**src/common/isdn_irq_params.svh**
```systemverilog
// Register offsets, reset values and bit positions of the interrupt block
`ifndef ISDN_IRQ_PARAMS_SVH
`define ISDN_IRQ_PARAMS_SVH

// ----------------------------------------------------------------
// Register offsets
// ----------------------------------------------------------------
`define U_STAT_ADDR 5'h13
`define U_MASK_ADDR 5'h14
`define ST_STAT_ADDR 5'h15
`define ST_MASK_ADDR 5'h16
`define M_STAT_ADDR 5'h17
`define M_MASK_ADDR 5'h18
`define GLOBAL_ADDR 5'h19

// ----------------------------------------------------------------
// Widths and reset values
// ----------------------------------------------------------------
`define U_W 6
`define ST_W 4
`define M_W 3
`define U_MASK_RST 6'h3f
`define ST_MASK_RST 4'hf
`define M_MASK_RST 3'h7
`define QBITS_RST 4'hf

// ----------------------------------------------------------------
// Bit positions
// ----------------------------------------------------------------
`define ST_SOM_BIT 0
`define ST_QSC_BIT 1
`define ST_FECV_BIT 2
`define ST_I4C_BIT 3
`define M_QUIET_BIT 0
`define M_LOSS_BIT 1
`define M_EXIT_BIT 2
`define G_U_BIT 0
`define G_ST_BIT 1
`define G_M_BIT 2

`endif

```
**src/common/isdn_irq_pkg.sv**
```systemverilog
// Types shared by the interrupt status and mask block
package isdn_irq_pkg;
   typedef logic [4:0] reg_addr_t;  // Register address
   typedef logic [7:0] reg_data_t;  // Register data byte
   typedef logic [3:0] qbits_t;     // Four received Q bits
endpackage

```
**src/common/irq_bank_if.sv**
```systemverilog
// Connection between the controller and one status/mask bank
`timescale 1ns/10ps
interface irq_bank_if #(parameter int W = 4);
   logic [W-1:0] set;         // Event pulses, one per bit
   logic [W-1:0] clr;         // Clear request per bit
   logic mask_we;             // Mask write strobe
   logic [W-1:0] mask_wd;     // Mask write data
   logic [W-1:0] status;      // Sticky status bits
   logic [W-1:0] status_nxt;  // Status value after this edge
   logic [W-1:0] mask;        // Mask bits, 1 disables
   modport bank (
      input set, clr, mask_we, mask_wd,
      output status, status_nxt, mask
   );
   modport ctrl (
      output set, clr, mask_we, mask_wd,
      input status, status_nxt, mask
   );
endinterface

```
**src/design/irq_status_bank.sv**
```systemverilog
// One bank of sticky status bits with its mask register
`timescale 1ns/10ps
module irq_status_bank #(
   parameter int W = 4,
   parameter logic [W-1:0] MASK_RST = '1
) (
   // Clock and reset
   input wire logic clk_i,
   input wire logic rst_b_i,
   // Controller side
   irq_bank_if.bank bus
);

   logic [W-1:0] status_q;  // Sticky status
   logic [W-1:0] mask_q;    // Mask, 1 disables

   // Set wins over clear so no event is lost
   always_comb begin
      bus.status_nxt = (status_q & ~bus.clr) | bus.set;
   end

   // Status bits, all cleared in reset
   always_ff @(posedge clk_i) begin
      if (!rst_b_i) begin
         status_q <= '0;
      end else begin
         status_q <= bus.status_nxt;
      end
   end

   // Mask bits, disabled in reset
   always_ff @(posedge clk_i) begin
      if (!rst_b_i) begin
         mask_q <= MASK_RST;
      end else if (bus.mask_we) begin
         mask_q <= bus.mask_wd;
      end
   end

   assign bus.status = status_q;
   assign bus.mask = mask_q;

endmodule // irq_status_bank

```
**src/design/isdn_interrupt_status_mask.sv**
```systemverilog
// Interrupt status, mask and summary registers of the transceiver
//
// How it works
// - U mask bits: 0 enables, 1 disables, default 1
// - S/T and maintenance status cleared in reset
// - Start of multiframe sets bit 0, read clears
// - Q bits differing from last multiframe set bit 1
// - Code violations set bit 2 at multiframe boundary
// - Violation check only without multiframe disable, Loop2
// - INFO 4 state change sets bit 3
// - S/T mask bits: 0 enables, 1 disables, default 1
// - Quiet mode request sets maintenance bit 0
// - SN1 tone request sets maintenance bit 1
// - Exit maintenance request sets maintenance bit 2
// - Summary bits show any unmasked active status
// - Maintenance mask bits 0 to 2, default 1
`timescale 1ns/10ps
`include "isdn_irq_params.svh"
module isdn_interrupt_status_mask (
   // Clock and reset
   input wire logic clk_i,
   input wire logic rst_b_i,
   // Register port
   input wire isdn_irq_pkg::reg_addr_t addr_i,
   input wire isdn_irq_pkg::reg_data_t wdata_i,
   input wire logic we_i,
   input wire logic re_i,
   output isdn_irq_pkg::reg_data_t rdata_o,
   // U-interface event pulses, bit order as status register
   input wire logic [`U_W-1:0] u_event_i,
   // S/T multiframing events
   input wire logic multiframe_start_i,
   input wire isdn_irq_pkg::qbits_t qbits_i,
   input wire logic qbits_valid_i,
   input wire logic code_violation_i,
   input wire logic info4_state_i,
   // Configuration levels
   input wire logic multiframing_disable_i,
   input wire logic loop2_transparent_i,
   // Maintenance machine request pulses
   input wire logic quiet_request_i,
   input wire logic insertion_loss_request_i,
   input wire logic exit_maint_request_i,
   // Interrupt output, active high level
   output logic irq_o
);

   // ----------------------------------------------------------------
   // Declarations
   // ----------------------------------------------------------------
   irq_bank_if #(.W(`U_W)) u_bus ();   // U bank
   irq_bank_if #(.W(`ST_W)) st_bus (); // S/T bank
   irq_bank_if #(.W(`M_W)) m_bus ();   // Maintenance bank

   isdn_irq_pkg::reg_data_t rdata_q;   // Read data register
   isdn_irq_pkg::qbits_t qprev_q;      // Q bits of last multiframe
   logic info4_q;                      // Last INFO 4 state
   logic cv_pend_q;                    // Violation seen this interval
   logic irq_q;                        // Interrupt output register
   logic cv_en;                        // Violation check enabled
   logic cv_hit;                       // Violation seen incl. now
   logic qchg;                         // Q bits differ
   logic [`ST_W-1:0] st_set;           // S/T event vector
   logic u_pend;                       // Unmasked U status
   logic st_pend;                      // Unmasked S/T status
   logic m_pend;                       // Unmasked maint status
   logic [7:0] u_clr, st_clr, m_clr;   // Clear requests, full byte

   // ----------------------------------------------------------------
   // Decoding
   // ----------------------------------------------------------------

   // True when a strobe addresses the given register
   function automatic logic acc(
      input logic stb,
      input isdn_irq_pkg::reg_addr_t a,
      input isdn_irq_pkg::reg_addr_t target
   );
      acc = stb && (a == target);
   endfunction

   // Per bit clear: read clears all, writing a one clears that bit
   function automatic logic [7:0] clr_of(
      input logic rd,
      input logic wr,
      input isdn_irq_pkg::reg_data_t wd
   );
      clr_of = {8{rd}} | (wr ? wd : 8'h00);
   endfunction

   // ----------------------------------------------------------------
   // U bank
   // ----------------------------------------------------------------

   // U events set their bits whatever the mask holds
   assign u_bus.set = u_event_i;
   assign u_clr = clr_of(acc(re_i, addr_i, `U_STAT_ADDR),
      acc(we_i, addr_i, `U_STAT_ADDR), wdata_i);
   assign u_bus.clr = u_clr[`U_W-1:0];
   // Mask takes the low six data bits
   assign u_bus.mask_we = acc(we_i, addr_i, `U_MASK_ADDR);
   assign u_bus.mask_wd = wdata_i[`U_W-1:0];

   // Bank with all sources disabled after reset
   irq_status_bank #(
      .W(`U_W),
      .MASK_RST(`U_MASK_RST)
   ) u_bank (
      .clk_i(clk_i),
      .rst_b_i(rst_b_i),
      .bus(u_bus)
   );

   // ----------------------------------------------------------------
   // S/T multiframing events
   // ----------------------------------------------------------------

   // Violations count only with multiframing on and no Loop2
   assign cv_en = !multiframing_disable_i && !loop2_transparent_i;
   assign cv_hit = cv_en && (cv_pend_q || code_violation_i);
   // Q bits compared against the previous multiframe
   assign qchg = qbits_valid_i && !multiframing_disable_i &&
      (qbits_i != qprev_q);

   // Event vector, bit positions as in the status register
   always_comb begin
      st_set = '0;
      st_set[`ST_SOM_BIT] = multiframe_start_i;
      st_set[`ST_QSC_BIT] = qchg;
      // Violations reach the flag only on a boundary
      st_set[`ST_FECV_BIT] = multiframe_start_i && cv_hit;
      st_set[`ST_I4C_BIT] = info4_state_i != info4_q;
   end

   // Violation seen within the current multiframe interval
   always_ff @(posedge clk_i) begin
      if (!rst_b_i) begin
         cv_pend_q <= 1'b0;
      end else if (!cv_en || multiframe_start_i) begin
         // Boundary or disabled check restarts the interval
         cv_pend_q <= 1'b0;
      end else if (code_violation_i) begin
         cv_pend_q <= 1'b1;
      end
   end

   // Q bits of the last completed multiframe, all ones in reset
   always_ff @(posedge clk_i) begin
      if (!rst_b_i) begin
         qprev_q <= `QBITS_RST;
      end else if (multiframing_disable_i) begin
         // Held at all ones while multiframing is off
         qprev_q <= `QBITS_RST;
      end else if (qbits_valid_i) begin
         qprev_q <= qbits_i;
      end
   end

   // Last INFO 4 state for change detection
   always_ff @(posedge clk_i) begin
      if (!rst_b_i) begin
         info4_q <= 1'b0;
      end else begin
         info4_q <= info4_state_i;
      end
   end

   // ----------------------------------------------------------------
   // S/T bank
   // ----------------------------------------------------------------
   assign st_bus.set = st_set;
   assign st_clr = clr_of(acc(re_i, addr_i, `ST_STAT_ADDR),
      acc(we_i, addr_i, `ST_STAT_ADDR), wdata_i);
   assign st_bus.clr = st_clr[`ST_W-1:0];
   assign st_bus.mask_we = acc(we_i, addr_i, `ST_MASK_ADDR);
   assign st_bus.mask_wd = wdata_i[`ST_W-1:0];

   // Status cleared and mask disabled in reset
   irq_status_bank #(
      .W(`ST_W),
      .MASK_RST(`ST_MASK_RST)
   ) st_bank (
      .clk_i(clk_i),
      .rst_b_i(rst_b_i),
      .bus(st_bus)
   );

   // ----------------------------------------------------------------
   // Maintenance bank
   // ----------------------------------------------------------------
   assign m_bus.set = {exit_maint_request_i,
      insertion_loss_request_i,
      quiet_request_i};
   assign m_clr = clr_of(acc(re_i, addr_i, `M_STAT_ADDR),
      acc(we_i, addr_i, `M_STAT_ADDR), wdata_i);
   assign m_bus.clr = m_clr[`M_W-1:0];
   assign m_bus.mask_we = acc(we_i, addr_i, `M_MASK_ADDR);
   assign m_bus.mask_wd = wdata_i[`M_W-1:0];

   // Status cleared and mask disabled in reset
   irq_status_bank #(
      .W(`M_W),
      .MASK_RST(`M_MASK_RST)
   ) m_bank (
      .clk_i(clk_i),
      .rst_b_i(rst_b_i),
      .bus(m_bus)
   );

   // ----------------------------------------------------------------
   // Summary and interrupt
   // ----------------------------------------------------------------

   // Summary bits come from unmasked status only
   assign u_pend = |(u_bus.status & ~u_bus.mask);
   assign st_pend = |(st_bus.status & ~st_bus.mask);
   assign m_pend = |(m_bus.status & ~m_bus.mask);

   // Interrupt from next values so it tracks status in the same cycle
   always_ff @(posedge clk_i) begin
      if (!rst_b_i) begin
         irq_q <= 1'b0;
      end else begin
         // Next mask values too, so a mask write acts at once
         irq_q <= |(u_bus.status_nxt & ~(u_bus.mask_we ? u_bus.mask_wd :
            u_bus.mask)) ||
            |(st_bus.status_nxt & ~(st_bus.mask_we ? st_bus.mask_wd :
            st_bus.mask)) ||
            |(m_bus.status_nxt & ~(m_bus.mask_we ? m_bus.mask_wd :
            m_bus.mask));
      end
   end
   assign irq_o = irq_q;

   // ----------------------------------------------------------------
   // Read data
   // ----------------------------------------------------------------

   // Read data for one cycle after the strobe, zero otherwise
   always_ff @(posedge clk_i) begin
      if (!rst_b_i) begin
         rdata_q <= 8'h00;
      end else if (re_i) begin
         case (addr_i)
            `U_STAT_ADDR: rdata_q <= {2'h0, u_bus.status};
            `U_MASK_ADDR: rdata_q <= {2'h0, u_bus.mask};
            `ST_STAT_ADDR: rdata_q <= {4'h0, st_bus.status};
            `ST_MASK_ADDR: rdata_q <= {4'h0, st_bus.mask};
            `M_STAT_ADDR: rdata_q <= {5'h00, m_bus.status};
            `M_MASK_ADDR: rdata_q <= {5'h00, m_bus.mask};
            // Summary: maintenance, S/T, U from high to low
            `GLOBAL_ADDR: rdata_q <= {5'h00, m_pend, st_pend,
               u_pend};
            // Unmapped addresses read zero
            default: rdata_q <= 8'h00;
         endcase
      end else begin
         rdata_q <= 8'h00;
      end
   end
   assign rdata_o = rdata_q;

   // ----------------------------------------------------------------
   // Assertions
   // ----------------------------------------------------------------
   u_mask_default_a:
   assert property (@(posedge clk_i) disable iff (!rst_b_i)
      $past(!rst_b_i) |-> u_bus.mask == `U_MASK_RST)
      else $error("U mask not disabled after reset");

   u_mask_write_a:
   assert property (@(posedge clk_i) disable iff (!rst_b_i)
      we_i && addr_i == `U_MASK_ADDR |=>
      u_bus.mask == $past(wdata_i[`U_W-1:0]))
      else $error("U mask write not taken");

   status_reset_a:
   assert property (@(posedge clk_i)
      !rst_b_i |=> st_bus.status == '0 && m_bus.status == '0)
      else $error("Status not cleared by reset");

   som_set_a:
   assert property (@(posedge clk_i) disable iff (!rst_b_i)
      multiframe_start_i |=> st_bus.status[`ST_SOM_BIT])
      else $error("Start of multiframe not flagged");

   read_clear_a:
   assert property (@(posedge clk_i) disable iff (!rst_b_i)
      re_i && addr_i == `ST_STAT_ADDR |=>
      (st_bus.status & ~$past(st_set)) == '0)
      else $error("S/T status not cleared by read");

   qbit_change_a:
   assert property (@(posedge clk_i) disable iff (!rst_b_i)
      qbits_valid_i && !multiframing_disable_i && qbits_i != qprev_q
      |=> st_bus.status[`ST_QSC_BIT])
      else $error("Q bit change not flagged");

   cv_boundary_a:
   assert property (@(posedge clk_i) disable iff (!rst_b_i)
      $rose(st_bus.status[`ST_FECV_BIT]) |->
      $past(multiframe_start_i))
      else $error("Violation flag off a boundary");

   cv_gate_a:
   assert property (@(posedge clk_i) disable iff (!rst_b_i)
      $rose(st_bus.status[`ST_FECV_BIT]) |->
      $past(!multiframing_disable_i && !loop2_transparent_i))
      else $error("Violation flag while check disabled");

   info4_change_a:
   assert property (@(posedge clk_i) disable iff (!rst_b_i)
      ##1 info4_state_i != $past(info4_state_i) |=>
      st_bus.status[`ST_I4C_BIT])
      else $error("INFO 4 change not flagged");

   st_mask_default_a:
   assert property (@(posedge clk_i) disable iff (!rst_b_i)
      $past(!rst_b_i) |-> st_bus.mask == `ST_MASK_RST)
      else $error("S/T mask not disabled after reset");

   maint_set_a:
   assert property (@(posedge clk_i) disable iff (!rst_b_i)
      quiet_request_i |=> m_bus.status[`M_QUIET_BIT])
      else $error("Quiet request not flagged");

   loss_set_a:
   assert property (@(posedge clk_i) disable iff (!rst_b_i)
      insertion_loss_request_i |=> m_bus.status[`M_LOSS_BIT])
      else $error("Tone request not flagged");

   exit_set_a:
   assert property (@(posedge clk_i) disable iff (!rst_b_i)
      exit_maint_request_i |=> m_bus.status[`M_EXIT_BIT])
      else $error("Exit request not flagged");

   summary_read_a:
   assert property (@(posedge clk_i) disable iff (!rst_b_i)
      re_i && addr_i == `GLOBAL_ADDR |=>
      rdata_o == {5'h00, $past(m_pend), $past(st_pend), $past(u_pend)})
      else $error("Summary read wrong");

   m_mask_default_a:
   assert property (@(posedge clk_i) disable iff (!rst_b_i)
      $past(!rst_b_i) |-> m_bus.mask == `M_MASK_RST)
      else $error("Maintenance mask not disabled after reset");

   irq_level_a:
   assert property (@(posedge clk_i) disable iff (!rst_b_i)
      ##1 irq_o == (u_pend || st_pend || m_pend))
      else $error("Interrupt does not follow unmasked status");

endmodule // isdn_interrupt_status_mask

```
**config.mk**
```make
export PLATFORM = sky130hd
export DESIGN_NAME = isdn_interrupt_status_mask
export DESIGN_NICKNAME = d
export VERILOG_FILES = /design/src/common/isdn_irq_pkg.sv /design/src/common/irq_bank_if.sv /design/src/design/irq_status_bank.sv /design/src/design/isdn_interrupt_status_mask.sv
export VERILOG_INCLUDE_DIRS = /design/src /design/src/common
export SDC_FILE = /design/constraint.sdc
export NUM_CORES = 1
export LEC_CHECK = 0
export BUFFER_PORTS_ARGS = -buffer_cell sky130_fd_sc_hd__buf_4
export CAP_MARGIN = 20
export CORE_ASPECT_RATIO = 1.25
export CORE_MARGIN = 1
export CORE_UTILIZATION = 39
export DETAILED_ROUTE_END_ITERATION = 10
export GPL_TIMING_DRIVEN = 0
export PLACE_DENSITY = 0.71
export SLEW_MARGIN = 20
export SYNTH_ARGS = -nofsm -noshare
export SYNTH_HDL_FRONTEND = slang
export SYNTH_SLANG_ARGS = --single-unit
```
**constraint.sdc**
```tcl
create_clock -name clk_i -period 2 [get_ports clk_i]
set_input_delay 0.3 -clock clk_i [delete_from_list [all_inputs] [get_ports clk_i]]
set_output_delay 0.3 -clock clk_i [all_outputs]
set_load 0.02 [all_outputs]
```
==> Yosys cells after proc, flatten, opt, wreduce, memory -nomap -nowiden <==
Index checks and enable logic that the tools add are counted.
{ "word_totals": {"ff_bits": 41, "inputBits": 36, "wordCells": 82} }
{ "op_classes": {"eq_ne": 9, "muxes": 7, "bitwise": 25, "reduce_logical": 30} }
{ "op_table": {"columns": ["op", "n"], "rows": [
  ["$pmux 6 s7", 1],
  ["$eq 5x5->1 const B", 7],
  ["$and 6x6->6", 3],
  ["$not 6->6", 3],
  ["$logic_and 1x1->1", 14],
  ["$and 4x4->4", 3],
  ["$mux 6", 2],
  ["$not 4->4", 3],
  ["$or 6x6->6", 2],
  ["$reduce_or 6->1", 2],
  ["$and 3x3->3", 3],
  ["$not 3->3", 3],
  ["$mux 4", 2],
  ["$or 4x4->4", 2],
  ["$reduce_or 4->1", 2],
  ["$mux 3", 2],
  ["$or 3x3->3", 2],
  ["$reduce_or 3->1", 2],
  ["$logic_or 1x1->1", 4],
  ["$ne 4x4->1", 1],
  ["$reduce_or 2->1", 2],
  ["$logic_not 1->1", 3],
  ["$reduce_and 2->1", 1],
  ["$ne 1x1->1", 1],
  ["$not 1->1", 1]
]} }

==> Longest topological paths before layout <==
Gate-level depths: netlist of run 1.
{ "depth": {"word_depth": 11, "mapped_depth": 7, "mapped_depth_nobuf": 5} }

==> By module <==
A second synthesis of run 1 with hierarchy kept.
{ "unflattened": {"hier_cells": 267, "area_unflattened_um2": 2228.4} }
{ "modules_own_cells": {"columns": ["module", "instances", "cells_per_inst", "area_per_inst_um2", "seq_area_each_um2"], "rows": [
  ["isdn_interrupt_status_mask", 1, 172, 1233.7, 260.2],
  ["irq_status_bank (u_bank)", 1, 44, 461.7, 240.2],
  ["irq_status_bank (st_bank)", 1, 30, 311.5, 160.2],
  ["irq_status_bank (m_bank)", 1, 21, 221.5, 120.1]
]} }

==> Worst setup path after synthesis of run 1 <==
Ideal clock, no wire load.
{ "synth_path": {"path_type": "input to register", "from": "in addr_i[3]", "to": "reg irq_q, in the netlist irq_o", "setup_ps": 143, "arrival_ps": 1518, "required_ps": 1857, "slack_ps": 339, "path_stages": 6, "path_cell_list": "buf_2 > nand3b_4 > o31ai_2 > a221oi_1 > a2111oi_1 > a41oi_1"} }
{ "synth_between": {"elab_chain_cells": 11, "word_cells_on_any_way": 44} }
{ "synth_lines": {"columns": ["element", "line_no", "text"], "rows": [
  ["start, declared", "isdn_interrupt_status_mask.sv:24", "input wire isdn_irq_pkg::reg_addr_t addr_i,"],
  ["$eq 5x5->1", "isdn_interrupt_status_mask.sv:79", "acc = stb && (a == target);"],
  ["$logic_and 1x1->1", "isdn_interrupt_status_mask.sv:79", null],
  ["$mux 6 or $mux 4 (tied branches)", "isdn_interrupt_status_mask.sv:88", "clr_of = {8{rd}} | (wr ? wd : 8'h00);"],
  ["$or 6x6->6 or $or 4x4->4 (tied branches)", "isdn_interrupt_status_mask.sv:88", null],
  ["$not 6->6 or $not 4->4 (tied branches)", "irq_status_bank.sv:19", "bus.status_nxt = (status_q & ~bus.clr) | bus.set;"],
  ["$and 6x6->6 or $and 4x4->4 (tied branches)", "irq_status_bank.sv:19", null],
  ["$or 6x6->6 or $or 4x4->4 (tied branches)", "irq_status_bank.sv:19", null],
  ["$and 6x6->6 or $and 4x4->4 (tied branches)", "isdn_interrupt_status_mask.sv:225, isdn_interrupt_status_mask.sv:227", null],
  ["$reduce_or 6->1 or $reduce_or 4->1 (tied branches)", "isdn_interrupt_status_mask.sv:225, isdn_interrupt_status_mask.sv:227", null],
  ["$logic_or 1x1->1", "isdn_interrupt_status_mask.sv:226", "u_bus.mask)) ||"],
  ["$logic_or 1x1->1 (*)", "isdn_interrupt_status_mask.sv:228", "st_bus.mask)) ||"],
  ["end signal, assigned", "isdn_interrupt_status_mask.sv:225", "irq_q <= |(u_bus.status_nxt & ~(u_bus.mask_we ? u_bus.mask_wd :"],
  ["end, declared", "isdn_interrupt_status_mask.sv:59", "logic irq_q;"]
]} }
Every way passes the cells marked *; elsewhere a longest branch is shown, timed or not.
A chain may end at the register's enable or synchronous reset.

==> Worst setup path in the final report of run 1 <==
{ "layout_path": {"from": "in addr_i[0]", "to": "reg irq_q, in the netlist irq_o"} }
The elaborated chain is that of the path after synthesis.

==> results of run 1 <==
-- area by class of cell --
type	count	area, um2
sequential	39	781
clock buffer	5	68.8
inverter	12	45.0
tap	60	75.1
clock inverter	3	15.0
timing repair buffer	38	285
buffer	12	70.1
fill	477	2370
multi-input combinational	165	1120
-- logic make-up after synthesis --
kind of cell / count (synthesis) / synth area share
other: 1 / 0.00187
AO/OA/AOI/OAI: 70 / 0.261
AND/OR/NAND/NOR: 74 / 0.199
XOR/XNOR: 5 / 0.0218
flip-flops: 39 / 0.388
multiplexers: 14 / 0.0703
buffers and inverters: 24 / 0.0572
-- routing by layer --
layer  wire length (um)  GRT usage  vias to the layer above  part of all wire
li1                   -          -                      922                 -
met1               2400      0.283                      902              0.44
met2               2680      0.370                       63              0.49
met3                286     0.0426                       10             0.052
met4                112     0.0957                        0             0.020
met5                  0          0                        -                 0
-- worst max-delay path: cells and delay by family --
| kind | cells | cell delay, ps |
|---|---|---|
| and+or+nand+nor | 1 | 260 |
| AOI/OAI and AO/OA | 4 | 1110 |
| buffers and inverters | 2 | 240 |
-- layout by cell type, fill, tap and decap left out, drive strengths merged, types with 4 or more instances in the layout --
cell type | synthesis | routed
and2 | 10 | 10
a221oi | 4 | 4
a22oi | 5 | 5
nand2b | 5 | 5
nor2 | 24 | 24
o21ai | 4 | 4
dfxtp | 39 | 39
nand2 | 15 | 15
nor3 | 4 | 4
xor2 | 4 | 4
a21oi | 19 | 19
buf | 9 | 47
mux2i | 13 | 13
o41ai | 4 | 4
inv | 12 | 12
clkbuf | 3 | 8
or2 | 4 | 4
o22ai | 4 | 4
-- power breakdown --
part           internal, mW  total (mW)  switching [mW]
clock                 0.239       0.524           0.285
combinational         0.113       0.244           0.131
sequential            0.804       0.824          0.0200
-- cell usage after synthesis, drive strengths merged, types with 2 or more instances --
| cell type | number |
|---|---|
| and2b | 2 |
| nor3 | 4 |
| or2 | 4 |
| a31oi | 3 |
| a21oi | 19 |
| nand3b | 2 |
| o31ai | 3 |
| a211oi | 2 |
| o41ai | 4 |
| and2 | 10 |
| mux2i | 13 |
| inv | 12 |
| a311o | 3 |
| dfxtp | 39 |
| a2bb2oi | 2 |
| a22oi | 5 |
| nand2 | 15 |
| a2111oi | 2 |
| a211o | 3 |
| and4bb | 2 |
| nand2b | 5 |
| xor2 | 4 |
| a311oi | 3 |
| a221oi | 4 |
| a222oi | 2 |
| buf | 9 |
| o22ai | 4 |
| clkbuf | 3 |
| nor2 | 24 |
| a21boi | 2 |
| o21ai | 4 |
-- per-stage QoR --
stage / setup TNS [ps] / setup WS (ps) / std cells / instance area, um2 / hold WS [ps]
final: 0 / 244 / 334 / 2460 / 199
after global routing: 0 / 87.5 / 334 / 2460 / 202
after global placement: -169 / -169 / 326 / 2370 / 477
after detailed placement: -224 / -224 / 326 / 2370 / 482
after CTS: 0 / 92.7 / 334 / 2460 / 193
after floorplan: 0 / 339 / 228 / 2010 / 379
-- registers in the layout, summed over array words and instances, names as in the netlist --
register            cells
u_bank.bus.status       6
cv_pend_q               1
qprev_q                 4
st_bank.bus.status      4
u_bank.bus.mask         6
info4_q                 1
m_bank.bus.status       3
irq_o                   1
rdata_o                 6
m_bank.bus.mask         3
st_bank.bus.mask        4
-- worst paths after layout --
kind | depth (start not counted) | end | slack (ps) | from
setup / recovery | 7 | irq_o | 240 | addr_i[0]
hold / removal | 2 | cv_pend_q | 200 | multiframe_start_i
setup reg to reg | 5 | irq_o | 390 | qprev_q[3]
hold reg to reg | 2 | qprev_q[0] | 500 | qprev_q[0]
==> qor.yml, run 1 <==
routing:
  drt_iter0_drc: 222
  via_per_inst: 5.68
  first_pass_iters: 4
  remaining_drc_errors: 0
  avgRoutedWirePerCell_um: 16.4
  drt-total-wl_um: 5480
  via_count: 1897
  drt.antenna.violating_nets: 0
synthesis:
  synth_top_area_share: 0.388
  avgSynthCellArea_um2: 8.86
  yosysSeqAreaShare: 0.388
  ys_async_sr_fraction: 0
  synth_seq_cells: 39
  synth.distinct_cells: 52
  ys.warnings.count: 0
  synth_edf_count: 0
  synth.area.top_cells: "dfxtp_1 (39%), mux2i_1 (6.5%), a21oi_1 (4.7%)"
  synth_flop_cell: "dfxtp_1"
  yosysTopAreaCell: "dfxtp_1"
  synth_cells: 227
  syn-cell-area_um2: 2010
timing:
  max_freq_mhz: 570
  max_slew_margin: 0.660
  fin_skew_ps: 9.02
  drv_slew: 0
  fin_crit_ps: 1760
  fin_crit_sh: 0.878
  rsz0062_at_grt: "false"
  worstMarginPinSlew_ps: 511
  hold_viol: 0
  setup-violations-final: 0
clock_tree:
  cts_resized: 0
  numCtsBuffers: 5
  hold_buffers: 0
  cts_tree: "built"
  post-cts-setup-buffers: 0
  h-tree-depth: 2
  path_clk_slew_ps: 80
  clock_path_buffers: 2
  ctsRootBufferMaster: "clkbuf_8"
  insertion_delay_ps: 290
  clock_sinks: 39
floorplanning:
  pin_count: 45
  die_y_um: 82.3
  initial_utilization: 0.416
  rows: 28
  die_area_um2: 5450
  core_um2: 4830
  die_w_um: 66.2
worst_setup_path:
  slowest_stage: "o41ai_1"
  cpPeakStageDelay_ps: 500
  worstPathRequired_ps: 2150
  cp_cell_sequence: "buf_4 > buf_6 > nand4b_2 > o41ai_1 > a311oi_1 > a2111oi_2 > a41oi_1"
  endpoint_kind: "flip-flop"
  start_kind: "primary input"
  arrival_ps: 1910
  crit_type: "primary input to flip-flop"
  cp_max_fo: 10
global_routing:
  grt_start_max_net_pins: 13
  grt_pass1_vias: 1805
  grt_pass1_wl_um: 9090
  gr-total-overflow: 0
  track_usage: 0.224
  antenna_found_initial: 0
cells_and_area:
  post-route-util: 0.509
  drive_gt1_frac: 0.248
  syn2layout_area_growth_pct: 22.4
  n_antenna_cell: 0
  final_nets: 309
placed_design:
  hpwlAfterDp_um: 4240
  gp_congestion: 0.897
  numPortBuffers: 38
power:
  p_per_area_nw_per_um2: 647
  leakage_nw: 1.03
  ir_worst_vdd_uv: 352
  power_mw: 1.59
status:
  run_status: "completed"
job:
  drv_cap: 0
min_path:
  hold_class: "primary input to flip-flop"
No activity file was read; power rests on OpenSTA's default activity.
==> run 2, diff against run 1 <==
--- a/config.mk
+++ b/config.mk
@@ -8,12 +8,14 @@
 export LEC_CHECK = 0
 export BUFFER_PORTS_ARGS = -buffer_cell sky130_fd_sc_hd__buf_4
 export CAP_MARGIN = 20
+export CELL_PAD_IN_SITES_DETAIL_PLACEMENT = 0
+export CELL_PAD_IN_SITES_GLOBAL_PLACEMENT = 1
 export CORE_ASPECT_RATIO = 1.25
 export CORE_MARGIN = 1
 export CORE_UTILIZATION = 39
 export DETAILED_ROUTE_END_ITERATION = 10
 export GPL_TIMING_DRIVEN = 0
-export PLACE_DENSITY = 0.71
+export PLACE_DENSITY = 0.87
 export SLEW_MARGIN = 20
 export SYNTH_ARGS = -nofsm -noshare
 export SYNTH_HDL_FRONTEND = slang
==> run 2 against run 1 <==
Effect of this change: clock-buffer cell count is 1 higher; critical path type unchanged; clock skew fell by 1.8 ps; combinational power hardly changed; largest cell class unchanged.
==> qor.yml, run 2 (synthesized netlist as in run 1, its figures left out) <==
worst_setup_path:
  crit_type: "primary input to flip-flop"  # unchanged
  start_kind: "primary input"  # unchanged
  cp_cell_sequence: "buf_4 > buf_2 > and4bb_1 > nand3b_1 > mux2i_1 > a222oi_1 > a41oi_1"  # was buf_4 > buf_6 > nand4b_2 > o41ai_1 > a311oi_1 > a2111oi_2 > a41oi_1
  cpPeakStageDelay_ps: 470  # was 500 ps
  cp_top_family: "compound AO/OA/AOI/OAI gates"  # unchanged
  arrival_ps: 2030  # was 1910 ps
  worst-path-buf-inv: 2  # unchanged
  slowest_stage: "a222oi_1"  # was o41ai_1
  worstPathRequired_ps: 2120  # was 2150 ps
  endpoint_kind: "flip-flop"  # unchanged
  cp_max_fo: 10  # unchanged
cells_and_area:
  final_nets: 309  # unchanged
  layout_common_cells: "buf_4 (41), dfxtp_1 (39), nor2_1 (23)"  # unchanged
  post-route-util: 0.513  # was 0.509
  final_area_um2: 2480  # was 2460 um2
  fin_cells: 333  # was 334
  final_common_cell: "buf_4"  # unchanged
  syn2layout_area_growth_pct: 23.3  # was 22.4%
  drive_gt1_frac: 0.242  # was 0.248
  n_antenna_cell: 0  # unchanged
floorplanning:
  rows: 28  # unchanged
  die_y_um: 82.3  # unchanged
  die_area_um2: 5450  # unchanged
  die_w_um: 66.2  # unchanged
  initial_utilization: 0.416  # unchanged
  core_um2: 4830  # unchanged
  pin_count: 45  # unchanged
power:
  power_mw: 1.71  # was 1.59 mW
  combPwrFrac: 0.144  # was 0.154
  power_switching_share: 0.251  # was 0.274
  clock_power_share: 0.376  # was 0.329
  pwr-share-seq: 0.480  # was 0.518
  p_int_mw: 1.28  # was 1.16 mW
  switchingPower_mw: 0.430  # was 0.436 mW
  p_per_area_nw_per_um2: 691  # was 647 nW/um2
  leakage_nw: 1.03  # about the same
  ir_worst_vdd_uv: 380  # was 352 uV
job:
  drv_cap: 0  # unchanged
timing:
  setup-violations-final: 0  # unchanged
  rsz0062_at_grt: "false"  # unchanged
  tns_ps: 0  # unchanged
  fin_crit_ps: 1910  # was 1760 ps
  fin_skew_ps: 7.21  # was 9.02 ps
  max_slew_margin: 0.662  # was 0.660
  hold_viol: 0  # unchanged
  worstMarginPinSlew_ps: 506  # was 511 ps
  max_freq_mhz: 524  # was 570 MHz
  fin_crit_sh: 0.954  # was 0.878
  drv_slew: 0  # unchanged
placed_design:
  placedCellCount: 326  # unchanged
  numPortBuffers: 38  # unchanged
  gp_congestion: 0.951  # was 0.897
  hpwlAfterDp_um: 4170  # was 4240 um
  dpl_cell_area_um2: 2370  # unchanged
clock_tree:
  clock_path_buffers: 2  # unchanged
  path_clk_slew_ps: 70  # was 80 ps
  cts_tree: "built"  # unchanged
  h-tree-depth: 2  # unchanged
  hold_buffers: 0  # unchanged
  insertion_delay_ps: 290  # about the same
  numCtsBuffers: 5  # unchanged
  clock_sinks: 39  # unchanged
  cts_resized: 0  # unchanged
  post-cts-setup-buffers: 0  # unchanged
  ctsRootBufferMaster: "clkbuf_8"  # unchanged
routing:
  via_per_inst: 5.71  # was 5.68
  via_count: 1902  # was 1897
  drt-total-wl_um: 5460  # was 5480 um
  avgRoutedWirePerCell_um: 16.4  # about the same
  first_pass_iters: 4  # unchanged
  drt_iter0_drc: 235  # was 222
  drt.antenna.violating_nets: 0  # unchanged
  remaining_drc_errors: 0  # unchanged
global_routing:
  grt_pass1_vias: 1806  # was 1805
  grt_start_max_net_pins: 12  # was 13
  gr-total-overflow: 0  # unchanged
  track_usage: 0.221  # was 0.224
  antenna_found_initial: 0  # unchanged
  grt_pass1_wl_um: 8930  # was 9090 um
min_path:
  hold_class: "primary input to flip-flop"  # unchanged
status:
  run_status: "completed"  # unchanged
## run 2: final cells by class
cell class / count / area, um2
buffer: 12 / 70.1
clock buffer: 6 / 72.6
clock inverter: 1 / 30.0
fill: 463 / 2350
inverter: 12 / 45.0
multi-input combinational: 165 / 1120
sequential: 39 / 781
tap: 60 / 75.1
timing repair buffer: 38 / 285
## run 2: power groups by stage
stage	logic (mW)	clock network (mW)	registers, mW
global placement	0.243	0	0.839
floorplan	0.136	0	0.837
finish	0.246	0.644	0.822
detailed placement	0.244	0	0.840
global route	0.269	0.686	0.826
CTS	0.245	0.649	0.822
## run 2: worst register-to-register path: stages, from the launching register on
cell and delay, ps:
dfxtp_1 330, xor2_1 170, nor4_1 270, o32ai_1 170, a2111oi_2 390, a41oi_1 200
## run 2: routing by layer
metal  part of all wire  routed length (um)  vias up  GRT usage
li1                   -                   -      921          -
met4              0.033                 182        0      0.106
met2               0.48                2630       85      0.357
met1               0.42                2280      880      0.278
met5                  0                   0        -          0
met3              0.069                 374       16     0.0495
## run 2: worst paths after layout
path / start / end / slack [ps] / depth (start not counted)
min: multiframe_start_i / cv_pend_q / 190 / 2
max reg2reg: qprev_q[1] / irq_o / 310 / 5
min reg2reg: qprev_q[0] / qprev_q[0] / 490 / 2
max: addr_i[1] / irq_o / 90 / 7
## run 2: per-stage QoR
step                      worst slack (ps)  hold slack (ps)
final                                 92.8              194
after global routing                  59.9              191
after CTS                             67.7              190
after floorplan                        339              379
after detailed placement              -251              479
after global placement                -289              473
